[config.mk]
export PLATFORM = sky130hd
export DESIGN_NAME = pcs_regs
export DESIGN_NICKNAME = d
export VERILOG_FILES = /design/src/logic/pcs_pkg.sv /design/src/logic/pcs_regs.sv
export VERILOG_INCLUDE_DIRS = /design/src /design/src/logic
export SDC_FILE = /design/constraint.sdc
export NUM_CORES = 1
export LEC_CHECK = 0
export ABC_AREA = 1
export BUFFER_PORTS_ARGS = -buffer_cell sky130_fd_sc_hd__buf_2
export CAP_MARGIN = 20
export CORE_AREA = 2 2 57 81
export DETAILED_ROUTE_END_ITERATION = 6
export DIE_AREA = 0 0 59 83
export GPL_ROUTABILITY_DRIVEN = 0
export GPL_TIMING_DRIVEN = 0
export PLACE_DENSITY_LB_ADDON = 0.25
export SETUP_SLACK_MARGIN = 0.15
export SYNTH_ARGS = -nofsm -noshare
export SYNTH_HDL_FRONTEND = slang
export SYNTH_SLANG_ARGS = --single-unit
[constraint.sdc]
create_clock -name core_clk_in -period 2.9 [get_ports core_clk_in]
set_input_delay 0.435 -clock core_clk_in [delete_from_list [all_inputs] [get_ports core_clk_in]]
set_output_delay 0.435 -clock core_clk_in [all_outputs]
set_load 0.05 [all_outputs]
[src/logic/pcs_defines.svh]
// Purpose: offsets, field positions, reset values and mmd codes for the pma control/status slice
// Assumes: 16-bit registers, clause 45 style addressing (mmd select + 16-bit register address)
// Notes:   definitions only
`ifndef PCS_DEFINES_SVH
`define PCS_DEFINES_SVH

// ----------------------------------------
// mmd selects
// ----------------------------------------
`define PCS_MMD_PMA          5'b00001
`define PCS_MMD_VENDOR       5'b11110

// ----------------------------------------
// register addresses
// ----------------------------------------
`define PCS_ADDR_CTRL1       16'h0000
`define PCS_ADDR_STAT1       16'h0001
`define PCS_ADDR_STAT2       16'h0008
`define PCS_ADDR_TRIG_LOAD   16'h8100
`define PCS_ADDR_TRIG_ALLOW  16'h8101

// ----------------------------------------
// field positions
// ----------------------------------------
`define PCS_BIT_RESET        15
`define PCS_BIT_LOW_POWER    11
`define PCS_BIT_LOOPBACK     0
`define PCS_BIT_FAULT        7
`define PCS_BIT_RX_LINK      2
`define PCS_BIT_LP_CAPABLE   1
`define PCS_BIT_TRIGGER      2
`define PCS_TRIG_RW_MASK     16'h07FF

// ----------------------------------------
// reset values
// ----------------------------------------
`define PCS_RST_CTRL1        16'h0000
`define PCS_RST_STAT1        16'h0002
`define PCS_RST_TRIG         16'h0000

`endif

[src/logic/pcs_pkg.sv]
// Purpose: types shared by the pma control/status slice
// Assumes: management frame already decoded into one access per request
// Notes:   constants live in pcs_defines.svh
package pcs_pkg;

  // one decoded management access
  typedef struct packed {
    logic        valid;
    logic        write;
    logic        cl22;
    logic [4:0]  mmd;
    logic [15:0] addr;
    logic [15:0] wdata;
  } pcs_req_t;

  // answer to an access
  typedef struct packed {
    logic        valid;
    logic        hit;
    logic [15:0] rdata;
  } pcs_rsp_t;

  // controls driven into the datapath
  typedef struct packed {
    logic        global_reset;
    logic        low_power_request;
    logic        hs_loopback;
    logic        tx_preset_load;
  } pcs_ctrl_t;

  typedef enum logic [1:0] {
    PCS_TRIG_IDLE,
    PCS_TRIG_ARMED
  } pcs_trig_t;

endpackage

[src/logic/pcs_regs.sv]
// Purpose: pma control/status and tx preset trigger registers reached by station management
// Assumes: the management decoder hands over one access per cycle; cl22 indirect accesses arrive
//          already resolved to a vendor register address
// Notes:   read answer is registered one cycle after the request
`timescale 1ns/1ns
`include "pcs_defines.svh"

// Contract
// - trigger-allow bit 2 must be set before a default tx preset load is allowed.
// - trigger bit 2 is ignored unless the allow bit is high.
// - preset load takes effect only while link training is enabled.
// - pma/pmd registers answer only to clause 45 with mmd select 00001.
// - link-training registers also reachable via clause 22 indirect and mmd 11110.
// - control bit 15 resets datapath and registers like the reset pin; self clears.
// - control bit 11 requests power down; resets to zero.
// - control bit 0 enables high-speed side loopback.
// - status bit 7 reads one while any tx or rx fault is seen.
// - fault bit clears only after status-2 read with no later fault.
// - status bit 1 always reads one, low power capable.
// - reserved bits 15:11 of both trigger registers read zero.
// - trigger registers reset to 0000, status register to 0002.
module pcs_regs (
  // clock and reset
  input  wire logic              core_clk_in,
  input  wire logic              nrst_in,
  // management access
  input  wire pcs_pkg::pcs_req_t req_in,
  output pcs_pkg::pcs_rsp_t      rsp_out,
  // datapath status
  input  wire logic              tx_fault_in,
  input  wire logic              rx_fault_in,
  input  wire logic              rx_link_in,
  input  wire logic              link_training_en_in,
  // datapath controls
  output pcs_pkg::pcs_ctrl_t     ctrl_out
);
  import pcs_pkg::*;

  // ----------------------------------------
  // address decode
  // ----------------------------------------
  function automatic logic is_pma(input pcs_req_t r, input logic [15:0] a);
    is_pma = !r.cl22 && (r.mmd == `PCS_MMD_PMA) && (r.addr == a);
  endfunction

  function automatic logic is_vendor(input pcs_req_t r, input logic [15:0] a);
    is_vendor = (r.cl22 || (r.mmd == `PCS_MMD_VENDOR)) && (r.addr == a);
  endfunction

  logic hit_ctrl;
  logic hit_stat1;
  logic hit_stat2;
  logic hit_load;
  logic hit_allow;
  logic wr;
  logic rd;

  assign hit_ctrl  = is_pma(req_in, `PCS_ADDR_CTRL1);
  assign hit_stat1 = is_pma(req_in, `PCS_ADDR_STAT1);
  assign hit_stat2 = is_pma(req_in, `PCS_ADDR_STAT2);
  assign hit_load  = is_vendor(req_in, `PCS_ADDR_TRIG_LOAD);
  assign hit_allow = is_vendor(req_in, `PCS_ADDR_TRIG_ALLOW);
  assign wr        = req_in.valid && req_in.write;
  assign rd        = req_in.valid && !req_in.write;

  // ----------------------------------------
  // state
  // ----------------------------------------
  logic      soft_rst_q;
  logic      soft_rst_d;
  logic      low_power_q;
  logic      low_power_d;
  logic      loopback_q;
  logic      loopback_d;
  logic [10:0] load_q;
  logic [10:0] load_d;
  logic [10:0] allow_q;
  logic [10:0] allow_d;
  logic      fault_q;
  logic      fault_d;
  logic      fault_seen_q;
  logic      fault_seen_d;
  logic      link_q;
  logic      link_d;
  pcs_trig_t trig_q;
  pcs_trig_t trig_d;
  logic      preset_q;
  logic      preset_d;
  pcs_rsp_t  rsp_q;
  pcs_rsp_t  rsp_d;
  logic [15:0] stat1_val;
  logic      any_fault;

  assign any_fault = tx_fault_in || rx_fault_in;
  assign stat1_val = {8'h00, fault_q, 4'h0, link_q, 1'b1, 1'b0};

  // ----------------------------------------
  // read views
  // ----------------------------------------
  // trigger registers store bits 10:0 only, so the top five can never read back as one
  function automatic logic [15:0] trig_view(input logic [10:0] v);
    trig_view = {5'h00, v};
  endfunction

  // the reset bit is never stored, so it reads zero once its pulse is over
  function automatic logic [15:0] ctrl_view(input logic lp, input logic lb);
    ctrl_view = {4'h0, lp, 10'h000, lb};
  endfunction

  // ----------------------------------------
  // control register
  // ----------------------------------------
  // the reset pulse clears its own flop, so it stands for exactly one cycle
  always_comb begin
    soft_rst_d  = 1'b0; // self clearing
    low_power_d = low_power_q;
    loopback_d  = loopback_q;
    if (soft_rst_q) begin
      low_power_d = 1'b0;
      loopback_d  = 1'b0;
    end else if (wr && hit_ctrl) begin
      soft_rst_d  = req_in.wdata[`PCS_BIT_RESET];
      low_power_d = req_in.wdata[`PCS_BIT_LOW_POWER];
      loopback_d  = req_in.wdata[`PCS_BIT_LOOPBACK];
    end
  end

  always_ff @(posedge core_clk_in or negedge nrst_in) begin
    if (!nrst_in) begin
      soft_rst_q  <= 1'b0;
      low_power_q <= 1'b0;
      loopback_q  <= 1'b0;
    end else begin
      soft_rst_q  <= soft_rst_d;
      low_power_q <= low_power_d;
      loopback_q  <= loopback_d;
    end
  end

  // ----------------------------------------
  // trigger registers
  // ----------------------------------------
  always_comb begin
    load_d  = load_q;
    allow_d = allow_q;
    if (soft_rst_q) begin
      load_d  = 11'h000;
      allow_d = 11'h000;
    end else begin
      if (wr && hit_load) begin
        load_d = req_in.wdata[10:0];
      end
      if (wr && hit_allow) begin
        allow_d = req_in.wdata[10:0];
      end
    end
  end

  always_ff @(posedge core_clk_in or negedge nrst_in) begin
    if (!nrst_in) begin
      load_q  <= 11'h000;
      allow_q <= 11'h000;
    end else begin
      load_q  <= load_d;
      allow_q <= allow_d;
    end
  end

  // ----------------------------------------
  // preset trigger sequencer
  // ----------------------------------------
  // arms as soon as the trigger is high while loading is allowed, fires on the
  // write that lowers it; a trigger that simply stays low never fires again
  always_comb begin
    trig_d   = trig_q;
    preset_d = 1'b0;
    if (soft_rst_q) begin
      trig_d = PCS_TRIG_IDLE;
    end else begin
      unique case (trig_q)
        PCS_TRIG_IDLE: begin
          if (load_d[`PCS_BIT_TRIGGER] && allow_q[`PCS_BIT_TRIGGER]) begin
            trig_d = PCS_TRIG_ARMED;
          end
        end
        PCS_TRIG_ARMED: begin
          if (!load_d[`PCS_BIT_TRIGGER]) begin
            trig_d   = PCS_TRIG_IDLE;
            preset_d = allow_q[`PCS_BIT_TRIGGER] && link_training_en_in;
          end
        end
      endcase
    end
  end

  always_ff @(posedge core_clk_in or negedge nrst_in) begin
    if (!nrst_in) begin
      trig_q   <= PCS_TRIG_IDLE;
      preset_q <= 1'b0;
    end else begin
      trig_q   <= trig_d;
      preset_q <= preset_d;
    end
  end

  // ----------------------------------------
  // fault summary
  // ----------------------------------------
  // a fault in the same cycle as the status-2 read wins, so no fault is ever lost
  always_comb begin
    fault_d      = fault_q;
    fault_seen_d = fault_seen_q;
    if (soft_rst_q) begin
      fault_d      = 1'b0;
      fault_seen_d = 1'b0;
    end else begin
      if (rd && hit_stat2) begin
        fault_seen_d = 1'b0;
      end
      if (any_fault) begin
        fault_d      = 1'b1;
        fault_seen_d = 1'b1;
      end else if (fault_q && !fault_seen_q) begin
        fault_d = 1'b0;
      end
    end
  end

  always_ff @(posedge core_clk_in or negedge nrst_in) begin
    if (!nrst_in) begin
      fault_q      <= 1'b0;
      fault_seen_q <= 1'b0;
    end else begin
      fault_q      <= fault_d;
      fault_seen_q <= fault_seen_d;
    end
  end

  // ----------------------------------------
  // receive link, latching low
  // ----------------------------------------
  // a read reloads the live level, yet a drop in the read cycle itself still latches
  always_comb begin
    link_d = link_q;
    if (soft_rst_q) begin
      link_d = 1'b0;
    end else if (rd && hit_stat1) begin
      link_d = rx_link_in;
    end else if (!rx_link_in) begin
      link_d = 1'b0;
    end
  end

  always_ff @(posedge core_clk_in or negedge nrst_in) begin
    if (!nrst_in) begin
      link_q <= 1'b0;
    end else begin
      link_q <= link_d;
    end
  end

  // ----------------------------------------
  // read answer
  // ----------------------------------------
  // a request landing in the soft reset cycle is dropped, as with the pin held low
  always_comb begin
    rsp_d = '0;
    if (!soft_rst_q) begin
      rsp_d.valid = req_in.valid;
      rsp_d.hit   = hit_ctrl || hit_stat1 || hit_stat2 || hit_load || hit_allow;
      if (rd) begin
        if (hit_ctrl) begin
          rsp_d.rdata = ctrl_view(low_power_q, loopback_q);
        end else if (hit_stat1) begin
          rsp_d.rdata = stat1_val;
        end else if (hit_load) begin
          rsp_d.rdata = trig_view(load_q);
        end else if (hit_allow) begin
          rsp_d.rdata = trig_view(allow_q);
        end
      end
    end
  end

  always_ff @(posedge core_clk_in or negedge nrst_in) begin
    if (!nrst_in) begin
      rsp_q <= '0;
    end else begin
      rsp_q <= rsp_d;
    end
  end

  // ----------------------------------------
  // outputs
  // ----------------------------------------
  assign rsp_out                    = rsp_q;
  assign ctrl_out.global_reset      = soft_rst_q;
  assign ctrl_out.low_power_request = low_power_q;
  assign ctrl_out.hs_loopback       = loopback_q;
  assign ctrl_out.tx_preset_load    = preset_q;

endmodule

==> results of run 1 <==
==> power groups by stage <==
stage	sequential (W)	clock, W	combinational, W
5_1_grt	0.000614	0.000497	0.000106
2_1_floorplan	0.000629	0	0.0000454
4_1_cts	0.000614	0.000477	0.0000968
3_3_place_gp	0.000626	0	0.0000951
6_report	0.000614	0.000469	0.0000955
3_5_place_dp	0.000626	0	0.0000966
==> cells in the final DEF, fill, tap and decap left out, types with 2 or more instances in the layout <==
cell / instances
nor2_2: 10
conb_1: 4
buf_4: 8
inv_2: 2
clkinv_2: 2
o22ai_2: 6
buf_2: 62
o21ai_0: 5
nor2_1: 27
inv_1: 20
a21oi_1: 8
nand2_2: 5
clkbuf_8: 5
nand2_1: 55
o21ai_1: 9
o21ai_2: 12
dfrtp_1: 44
nand3_1: 13
buf_6: 4
nand4_1: 2
==> worst reg2reg max path: stages (launching register included) <==
cell	delay (ps)
dfrtp_1	510
nor2_1	190
nand2_1	100
clkinv_1	80
nand2_1	100
nor2_1	200
nand2_2	150
a21oi_1	150
==> cell type report <==
class | count | area [um2] | share of cell area
plain buffers | 14 | 115 | 0.0427
well taps | 45 | 56.3 | 0.0209
flip-flops and latches | 44 | 1100 | 0.408
clock buffers | 5 | 68.8 | 0.0255
multi-input cells | 167 | 923 | 0.342
inverters | 24 | 91.3 | 0.0338
clock inverters | 3 | 42.5 | 0.0158
repair buffers | 60 | 300 | 0.111
==> cells by family after synthesis <==
kind of cell / after synthesis / synth area share
buffers and inverters: 38 / 0.0930
and+or+nand+nor: 121 / 0.267
DFF: 44 / 0.496
AOI/OAI and AO/OA: 42 / 0.143
other: 1 / 0.00169
==> through the flow <==
stage / worst slack [ps] / utilization / instances
after floorplan: 1470 / - / 249
after global placement: 1130 / 0.626 / 354
after CTS: 1180 / 0.653 / 362
after global routing: 1140 / 0.653 / 362
after detailed placement: 1120 / 0.626 / 354
final: 1190 / 0.653 / 362
==> worst min path at each step <==
stage	from	endpoint	slack [ps]	cells past startpoint
2_1_floorplan	nrst_in	allow_q[0]	140	0
3_3_place_gp	allow_q[6]	allow_q[6]	460	2
3_5_place_dp	allow_q[6]	allow_q[6]	470	2
4_1_cts	nrst_in	load_q[6]	310	1
5_1_grt	rx_link_in	link_q	360	3
6_report	nrst_in	load_q[0]	280	1
==> flip-flops by register name (all words and copies together), names as in the netlist <==
register / count
fault_seen_q: 1
trig_q: 1
loopback_q: 1
allow_q: 11
soft_rst_q: 1
load_q: 11
preset_q: 1
rsp_out: 14
link_q: 1
fault_q: 1
low_power_q: 1
==> metal layers <==
layer	global-route usage	vias to the layer above	share of wire
li1	-	914	-
met1	0.233	846	0.40
met2	0.386	45	0.55
met3	0.0436	7	0.038
met4	0.0682	0	0.015
met5	0	-	0
==> reports/metrics.csv, run 1 <==
metric,value,unit
critPathBufInv,2,
chipWidth,59,um
crit_path_end,ctrl_out[3],
path_depth,2,
finalSetupViolations,0,
design.die.area,4900,um2
number_of_i_o_port_buffers,60,
slew_viol_final,0,
power.combinational.fraction,0.081,
yosys-top-cells-area,"dfrtp_1, nand2_1, o21ai_2",
num_rows,28,
floorplan.io_pins,68,
netlist.top_cell.by_area,dfrtp_1,
ctsHoldBuffers,0,
crit_path_cell_trace,"buf_4, buf_2",
internal_power_summed_over_all_cells,0.000903,W
detailed_place_hpwl,3490,um
cp_top_family,flip-flops,
post-synth-top-area-fraction,0.496,
slew_headroom,0.354,
grt_start_max_net_pins,45,
startpoint_type,flip-flop,
dieHeight,83,um
cts_buffers,5,
drc,0,
grt_pass1_vias,1841,
global_route.usage.total,0.211,
regToRegEndpoint,rsp_out[10],
post_synthesis_area_per_instance,9.02,um2
antennaDiodeCount,0,
power-per-cell-area,436,nW/um2
r2r_setup_slack,1350,ps
endpoint_class_of_the_critical_path,output pin,
timing.final.hold_violations,0,
dpl-instance-area,2590,um2
max-clock-path-buffers,2,
largest_driver_fanout_on_the_critical_path,8,
tightestPinTransition,969,ps
start_util,0.537,
outcome,completed,
ys_ff_latch,44,
synth_sequential_area_ratio,0.496,
crit_required,2470,ps
route.antenna.remaining_nets,0,
post_cts.resized_instances,0,
clockRootBuffer,clkbuf_8,
p_sw_frac,0.233,
synthFlopType,dfrtp_1,
post-synth-top-count-cell,nand2_1,
final_layout_size_suffix_gt1_frac,0.394,
finalWirelength,4720,um
synth_async_sr_flop_share,1.00,
min_hold_slack,284,ps
min_period,1710,ps
power,0.00118,W
p_sw,0.000274,W
max_cap_viol_count,0,
clk_pin_slew_worst_paths,90,ps
achievable-frequency,586,MHz
worstSetupPathType,reg2out,
insertion_delay,310,ps
yosys-top-cells-count,"nand2_1, dfrtp_1, nor2_1, inv_1, nand3_1",
synthesis.area,2220,um2
worstHoldPathType,in2async,
netlist-cell-type-count,31,
finalInstanceArea,2700,um2
max-vdd-ir-drop,0.000365,V
post-cts-setup-buffer-count,0,
routed-via-count,1812,
first_pass_grt_wire_length,7890,um
worst_setup_skew_after_layout,14.0,ps
gr-total-overflow,0,
drtPass1Iterations,4,
power.share.clock,0.398,
setup_tns,0,ps
source_of_the_worst_register_to_register_timing_path,soft_rst_q,
crit_slowest_cell,dfrtp_1,
nFillCells,388,
final_cycle_share,0.589,
cts_sinks,44,
post_synth_inst_count,246,
drt-vias-per-instance,5.01,
crit_path_start,soft_rst_q,
initial_antenna_violation_count,0,
timing.critical_path.arrival,1270,ps
synth_edf_count,0,
num-nets-final,362,
drt-initial-drc-count,61,
h_tree_depth,2,
cellLeakagePower,1.43,nW
reg2reg_path_depth,7,
yosys_warnings,0,
avgRoutedWirePerCell,13.0,um
core,4130,um2
flow.area_growth_from_synthesis,21.6,%
pwr-share-seq,0.521,
rsz0062_at_grt,no,
tritoncts,yes,
critical_path.max_stage_delay,560,ps
Power figures use the tool's default switching activity.
==> run 2, diff against run 1 <==
--- a/config.mk
+++ b/config.mk
@@ -6,12 +6,12 @@
 export SDC_FILE = /design/constraint.sdc
 export NUM_CORES = 1
 export LEC_CHECK = 0
-export ABC_AREA = 1
+export ABC_AREA = 0
 export BUFFER_PORTS_ARGS = -buffer_cell sky130_fd_sc_hd__buf_2
 export CAP_MARGIN = 20
-export CORE_AREA = 2 2 57 81
+export CORE_AREA = 2 2 63 89
 export DETAILED_ROUTE_END_ITERATION = 6
-export DIE_AREA = 0 0 59 83
+export DIE_AREA = 0 0 65 91
 export GPL_ROUTABILITY_DRIVEN = 0
 export GPL_TIMING_DRIVEN = 0
 export PLACE_DENSITY_LB_ADDON = 0.25
==> constraint.sdc (replaced) <==
create_clock -name core_clk_in -period 1.45 [get_ports core_clk_in]
set_input_delay 0.2175 -clock core_clk_in [delete_from_list [all_inputs] [get_ports core_clk_in]]
set_output_delay 0.2175 -clock core_clk_in [all_outputs]
set_load 0.05 [all_outputs]
==> run 2 against run 1 <==
  * The run now ends with setup timing left
  * Clock skew is 1.7 ps lower
  * Final area is 27% higher
  * Flip-flop and latch count stayed put
  * Critical path type is now in2reg
  * Largest cell class is now multi-input combinational cells
  * Largest power group unchanged
  * Highest routed layer unchanged
==> reports/metrics.csv, run 2 <==
metric,value,unit
num-nets-final,364,
rsz0062_at_grt,yes,
worstSetupPathType,in2reg,
nFillCells,397,
layout_commonest_cell,buf_2,
grt_start_max_net_pins,45,
largest_reg_flops,14,
min_period,1670,ps
antennaDiodeCount,0,
cts_buffers,5,
flow.area_growth_from_synthesis,51.6,%
endpoint_class_of_the_critical_path,flip-flop,
num_rows,31,
post_synth_inst_count,228,
drt-vias-per-instance,5.84,
post-synth-top-area-fraction,0.485,
post-synth-top-count-cell,dfrtp_1,
netlist.top_cell.by_area,dfrtp_1,
h_tree_depth,2,
route.antenna.remaining_nets,0,
tritoncts,yes,
ys_ff_latch,44,
worst_setup_skew_after_layout,12.3,ps
synthesis.area,2270,um2
final_cycle_share,1.15,
clockRootBuffer,clkbuf_8,
yosys-top-cells-count,"dfrtp_1, a21oi_1, nand2_1, nand4_1, o31ai_1",
synth_edf_count,0,
outcome,"complete, but fails checks",
startpoint_type,input pin,
detailed_place_hpwl,4200,um
slew_headroom,0.540,
power.combinational.fraction,0.111,
post_synthesis_area_per_instance,9.95,um2
final_cell_mix,"buf_2, dfrtp_1, nand2_1",
synth.mux.area_fraction,0.0502,
crit_required,1620,ps
max-clock-path-buffers,2,
synth_async_sr_flop_share,1.00,
drtPass1Iterations,4,
insertion_delay,300,ps
initial_antenna_violation_count,0,
final_layout_size_suffix_gt1_frac,0.513,
grt_pass1_vias,2294,
synth_compound_area_frac,0.153,
yosys_warnings,0,
timing.final.hold_violations,0,
power-per-cell-area,760,nW/um2
routed-via-count,2242,
floorplan.io_pins,68,
finalSetupViolations,39,
synthesized_area_fraction_occupied_by_adder_cells,0,
design.die.area,5920,um2
internal_power_summed_over_all_cells,0.00201,W
max-vdd-ir-drop,0.000637,V
pwr-share-seq,0.470,
largest_driver_fanout_on_the_critical_path,5,
layout.cells.non_filler,384,
drc,0,
worstHoldPathType,in2reg,
p_sw_frac,0.229,
synthFlopType,dfrtp_1,
finalWirelength,6920,um
yosys-top-cells-area,"dfrtp_1, o31ai_1, a21oi_1",
timing.critical_path.arrival,1830,ps
setup_tns,-4950,ps
failed_checks,setup timing,
post_synth_xor_xnor_area,0,
cellLeakagePower,1.50,nW
dieHeight,91,um
slew_viol_final,0,
power.share.clock,0.419,
post-route-util,0.677,
main_combinational_cell_family_by_area_after_synthesis,simple AND/OR/NAND/NOR gates,
tightestPinTransition,685,ps
avgRoutedWirePerCell,18.0,um
number_of_i_o_port_buffers,58,
synthSimpleGateAreaFrac,0.222,
achievable-frequency,599,MHz
gr-total-overflow,0,
p_sw,0.000599,W
synth_sequential_area_ratio,0.485,
max_cap_viol_count,0,
clk_pin_slew_worst_paths,90,ps
first_pass_grt_wire_length,10800,um
netlist-cell-type-count,43,
start_util,0.446,
chipWidth,65,um
drt-initial-drc-count,244,
finalWorstSetupSlack,-218,ps
cts_sinks,44,
global_route.usage.total,0.236,
placed_cells_incl_taps,355,
core,5080,um2
-- run 2: cell types whose count changed after synthesis, sizes merged, moves of 5 or more --
cell / delta
mux2i: +8
nand2: -35
a21oi: +18
nand4: +17
nor4: +5
inv: -18
o21ai: -25
nor2: -29
o31ai: +18
clkbuf: +7
nand3: -7
-- run 2: worst max-delay path, stage by stage --
cell and delay [ps]:
buf_6 90, or4_4 540, or3_4 420, buf_6 130
buf_8 130, o31ai_2 220, a21oi_1 90
-- run 2: worst paths after layout --
path | from | end | slack, ps | cells past startpoint
max | req_in[27] | allow_q[9] | -220 | 7
min | req_in[15] | soft_rst_q | 160 | 2
max reg2reg | soft_rst_q | rsp_out[0] | -140 | 4
min reg2reg | fault_seen_q | fault_q | 520 | 2
max in group asynchronous | nrst_in | preset_q | 760 | 3
min in group asynchronous | nrst_in | load_q[8] | 250 | 2
-- run 2: kinds of logic (layout without fill, tap and decap cells) --
logic type,after synthesis,count (layout)
AO/OA/AOI/OAI,55,55
buffers and inverters,29,115
flip-flops,44,44
multiplexers,11,11
other,1,4
AND/OR/NAND/NOR,88,89
-- run 2: through the flow --
step | hold slack, ps | total power [W] | setup WS (ps) | instance area, um2
after global routing | 167 | 0.00270 | -256 | 3440
after detailed placement | 435 | 0.00148 | -565 | 2700
after CTS | 107 | 0.00260 | -195 | 3230
after floorplan | -78.1 | 0.00137 | -328 | 2330
final | 158 | 0.00261 | -218 | 3440
after global placement | 428 | 0.00148 | -551 | 2700
-- run 2: power groups by stage --
stage | Sequential [W] | Combinational (W) | Clock [W]
2_1_floorplan | 0.00126 | 0.000110 | 0
3_3_place_gp | 0.00125 | 0.000229 | 0
3_5_place_dp | 0.00125 | 0.000232 | 0
4_1_cts | 0.00123 | 0.000258 | 0.00112
5_1_grt | 0.00123 | 0.000312 | 0.00116
6_report | 0.00123 | 0.000290 | 0.00110
-- run 2: what timing repair did --
item | 4_1_cts | 5_1_grt
setup buffers | 11 | 4
endpoints found under the hold margin | 0 | 41
hold buffers | 0 | 1
pin swaps | 31 | 30
cloned | 5 | 0
setup endpoints to repair | 43 | 43
resized for setup | 54 | 32
-- run 2: routing by layer --
layer  share of wire  routed length (um)  up-vias  GRT usage
li1                -                   -     1015          -
met4           0.025                 173        0      0.101
met2            0.55                3810      117      0.418
met1            0.35                2430     1089      0.265
met3           0.074                 515       21     0.0558
met5               0                   0        -          0
-- run 2: layout make-up --
| cell class | count | area, um2 | area share |
|---|---|---|---|
| Sequential cell | 44 | 1100 | 0.320 |
| Clock buffer | 5 | 68.8 | 0.0200 |
| Timing Repair Buffer | 79 | 532 | 0.155 |
| Tap cell | 66 | 82.6 | 0.0240 |
| Inverter | 4 | 15.0 | 0.00437 |
| Clock inverter | 2 | 60.1 | 0.0175 |
| Buffer | 25 | 224 | 0.0651 |
| Multi-Input combinational cell | 159 | 1360 | 0.394 |
==> run 3, diff against run 2 <==
==> constraint.sdc (replaced) <==
create_clock -name core_clk_in -period 1.45 [get_ports core_clk_in]
set_input_delay 0.0725 -clock core_clk_in [delete_from_list [all_inputs] [get_ports core_clk_in]]
set_output_delay 0.0725 -clock core_clk_in [all_outputs]
set_load 0.05 [all_outputs]
==> run 3 against run 2 <==
  * The run still ends with setup timing left
  * Flip-flop and latch count did not move
  * Total power fell by 3.8%
  * Non-clock buffer count fell by 7
  * Cell count fell by 1.8%
  * Critical endpoint is now load_q[5]
  * Largest power group unchanged
  * Highest routed layer unchanged
==> reports/metrics.csv, run 3 (synthesized netlist as in run 2, its figures left out) <==
metric,value,unit
outcome,"complete, but fails checks",
failed_checks,setup timing,
cts_buffers,5,
drc,0,
global_route.usage.total,0.219,
final_layout_size_suffix_gt1_frac,0.441,
drt-vias-per-instance,5.71,
grt_pass1_vias,2122,
final_cell_mix,"buf_2, dfrtp_1, nand2_1, a21oi_1, nand4_1",
achievable-frequency,656,MHz
number_of_i_o_port_buffers,58,
avgRoutedWirePerCell,17.4,um
detailed_place_hpwl,4180,um
clockRootBuffer,clkbuf_8,
timing.final.hold_violations,0,
num_rows,31,
num-nets-final,356,
power-per-cell-area,781,nW/um2
dieHeight,91,um
initial_antenna_violation_count,0,
max-clock-path-buffers,2,
gr-total-overflow,0,
insertion_delay,300,ps
h_tree_depth,2,
dpl-instance-area,2700,um2
max_cap_viol_count,0,
timing.critical_path.arrival,1720,ps
layout_commonest_cell,buf_2,
finalWirelength,6570,um
antennaDiodeCount,0,
endpoint_class_of_the_critical_path,flip-flop,
crit_required,1640,ps
max-vdd-ir-drop,0.000494,V
route.antenna.remaining_nets,0,
worst_setup_skew_after_layout,10.5,ps
first_pass_grt_wire_length,10100,um
cellLeakagePower,1.46,nW
min-delay-start,req_in[15],
design.die.area,5920,um2
grt_start_max_net_pins,45,
finalWorstSetupSlack,-75.3,ps
r2r_setup_slack,80,ps
regToRegEndpoint,rsp_out[0],
finalSetupViolations,24,
slew_viol_final,0,
largest_reg_flops,14,
rsz0062_at_grt,yes,
worstSetupPathType,in2reg,
whs_path_depth,2,
tritoncts,yes,
drtPass1Iterations,4,
start_util,0.446,
finalInstanceArea,3220,um2
largest_driver_fanout_on_the_critical_path,6,
core,5080,um2
drt-initial-drc-count,159,
preCtsSetupSlack,-442,ps
routed-via-count,2153,
worstHoldPathType,in2reg,
tightestPinTransition,595,ps
slew_headroom,0.604,
source_of_the_worst_register_to_register_timing_path,soft_rst_q,
min_period,1530,ps
reg2reg_path_depth,4,
floorplan.io_pins,68,
chipWidth,65,um
holdPathEnd,soft_rst_q,
clk_pin_slew_worst_paths,90,ps
cts_sinks,44,
flow.area_growth_from_synthesis,42.0,%
startpoint_type,input pin,
final_cycle_share,1.05,
-- run 3: per-layer routing --
metal / global-route usage / routed length (um) / part of all wire
met2: 0.381 / 3570 / 0.54
met5: 0 / 0 / 0
met3: 0.0458 / 446 / 0.068
met4: 0.0762 / 127 / 0.019
met1: 0.262 / 2430 / 0.37
-- run 3: what timing repair did --
item | CTS | global route
setup buffers | 5 | 4
setup endpoints to repair | 40 | 42
cloned | 1 | 1
pin swaps | 13 | 11
endpoints found under the hold margin | 45 | 0
hold buffers | 2 | 0
resized for setup | 25 | 29
-- run 3: area by class of cell --
| class | count | area (um2) |
|---|---|---|
| plain buffers | 25 | 221 |
| fillers | 416 | 1860 |
| multi-input cells | 158 | 1210 |
| clock inverters | 2 | 38.8 |
| inverters | 4 | 15.0 |
| well taps | 66 | 82.6 |
| flip-flops and latches | 44 | 1100 |
| clock buffers | 6 | 82.6 |
| repair buffers | 72 | 468 |
-- run 3: worst max-delay path by stage --
stage                     depth (start not counted)          to       start  slack (ps)
final                                             7   load_q[5]  req_in[20]         -80
after global routing                              6  rsp_out[0]  req_in[22]        -100
after global placement                            6  rsp_out[0]  req_in[27]        -410
after CTS                                         7  allow_q[1]  req_in[20]         -50
after detailed placement                          6  rsp_out[0]  req_in[27]        -440
after floorplan                                   6  allow_q[1]  req_in[23]        -180
-- run 3: through the flow --
| step | setup TNS, ps | hold WS, ps | std cells | total power (W) | util |
|---|---|---|---|---|---|
| 4_1_cts | -462 | 12.0 | 371 | 0.00250 | 0.594 |
| 3_3_place_gp | -11870 | 283 | 355 | 0.00148 | 0.532 |
| 6_report | -874 | 16.4 | 377 | 0.00252 | 0.634 |
| 5_1_grt | -1760 | 30.5 | 377 | 0.00260 | 0.634 |
| 3_5_place_dp | -12390 | 293 | 355 | 0.00148 | 0.532 |
| 2_1_floorplan | -2780 | -223 | 231 | 0.00137 | - |
-- run 3: power by group --
part	internal [W]	switching (W)	leakage (nW)
combinational	0.000113	0.000173	0.835
clock	0.000564	0.000438	0.0614
sequential	0.00123	0.000000341	0.564
-- run 3: worst max-delay path, stage by stage --
cell and delay, ps:
buf_6 90, or4_4 550, or3_4 420, buf_8 150, clkbuf_16 160, o31ai_4 170, a21oi_1 90
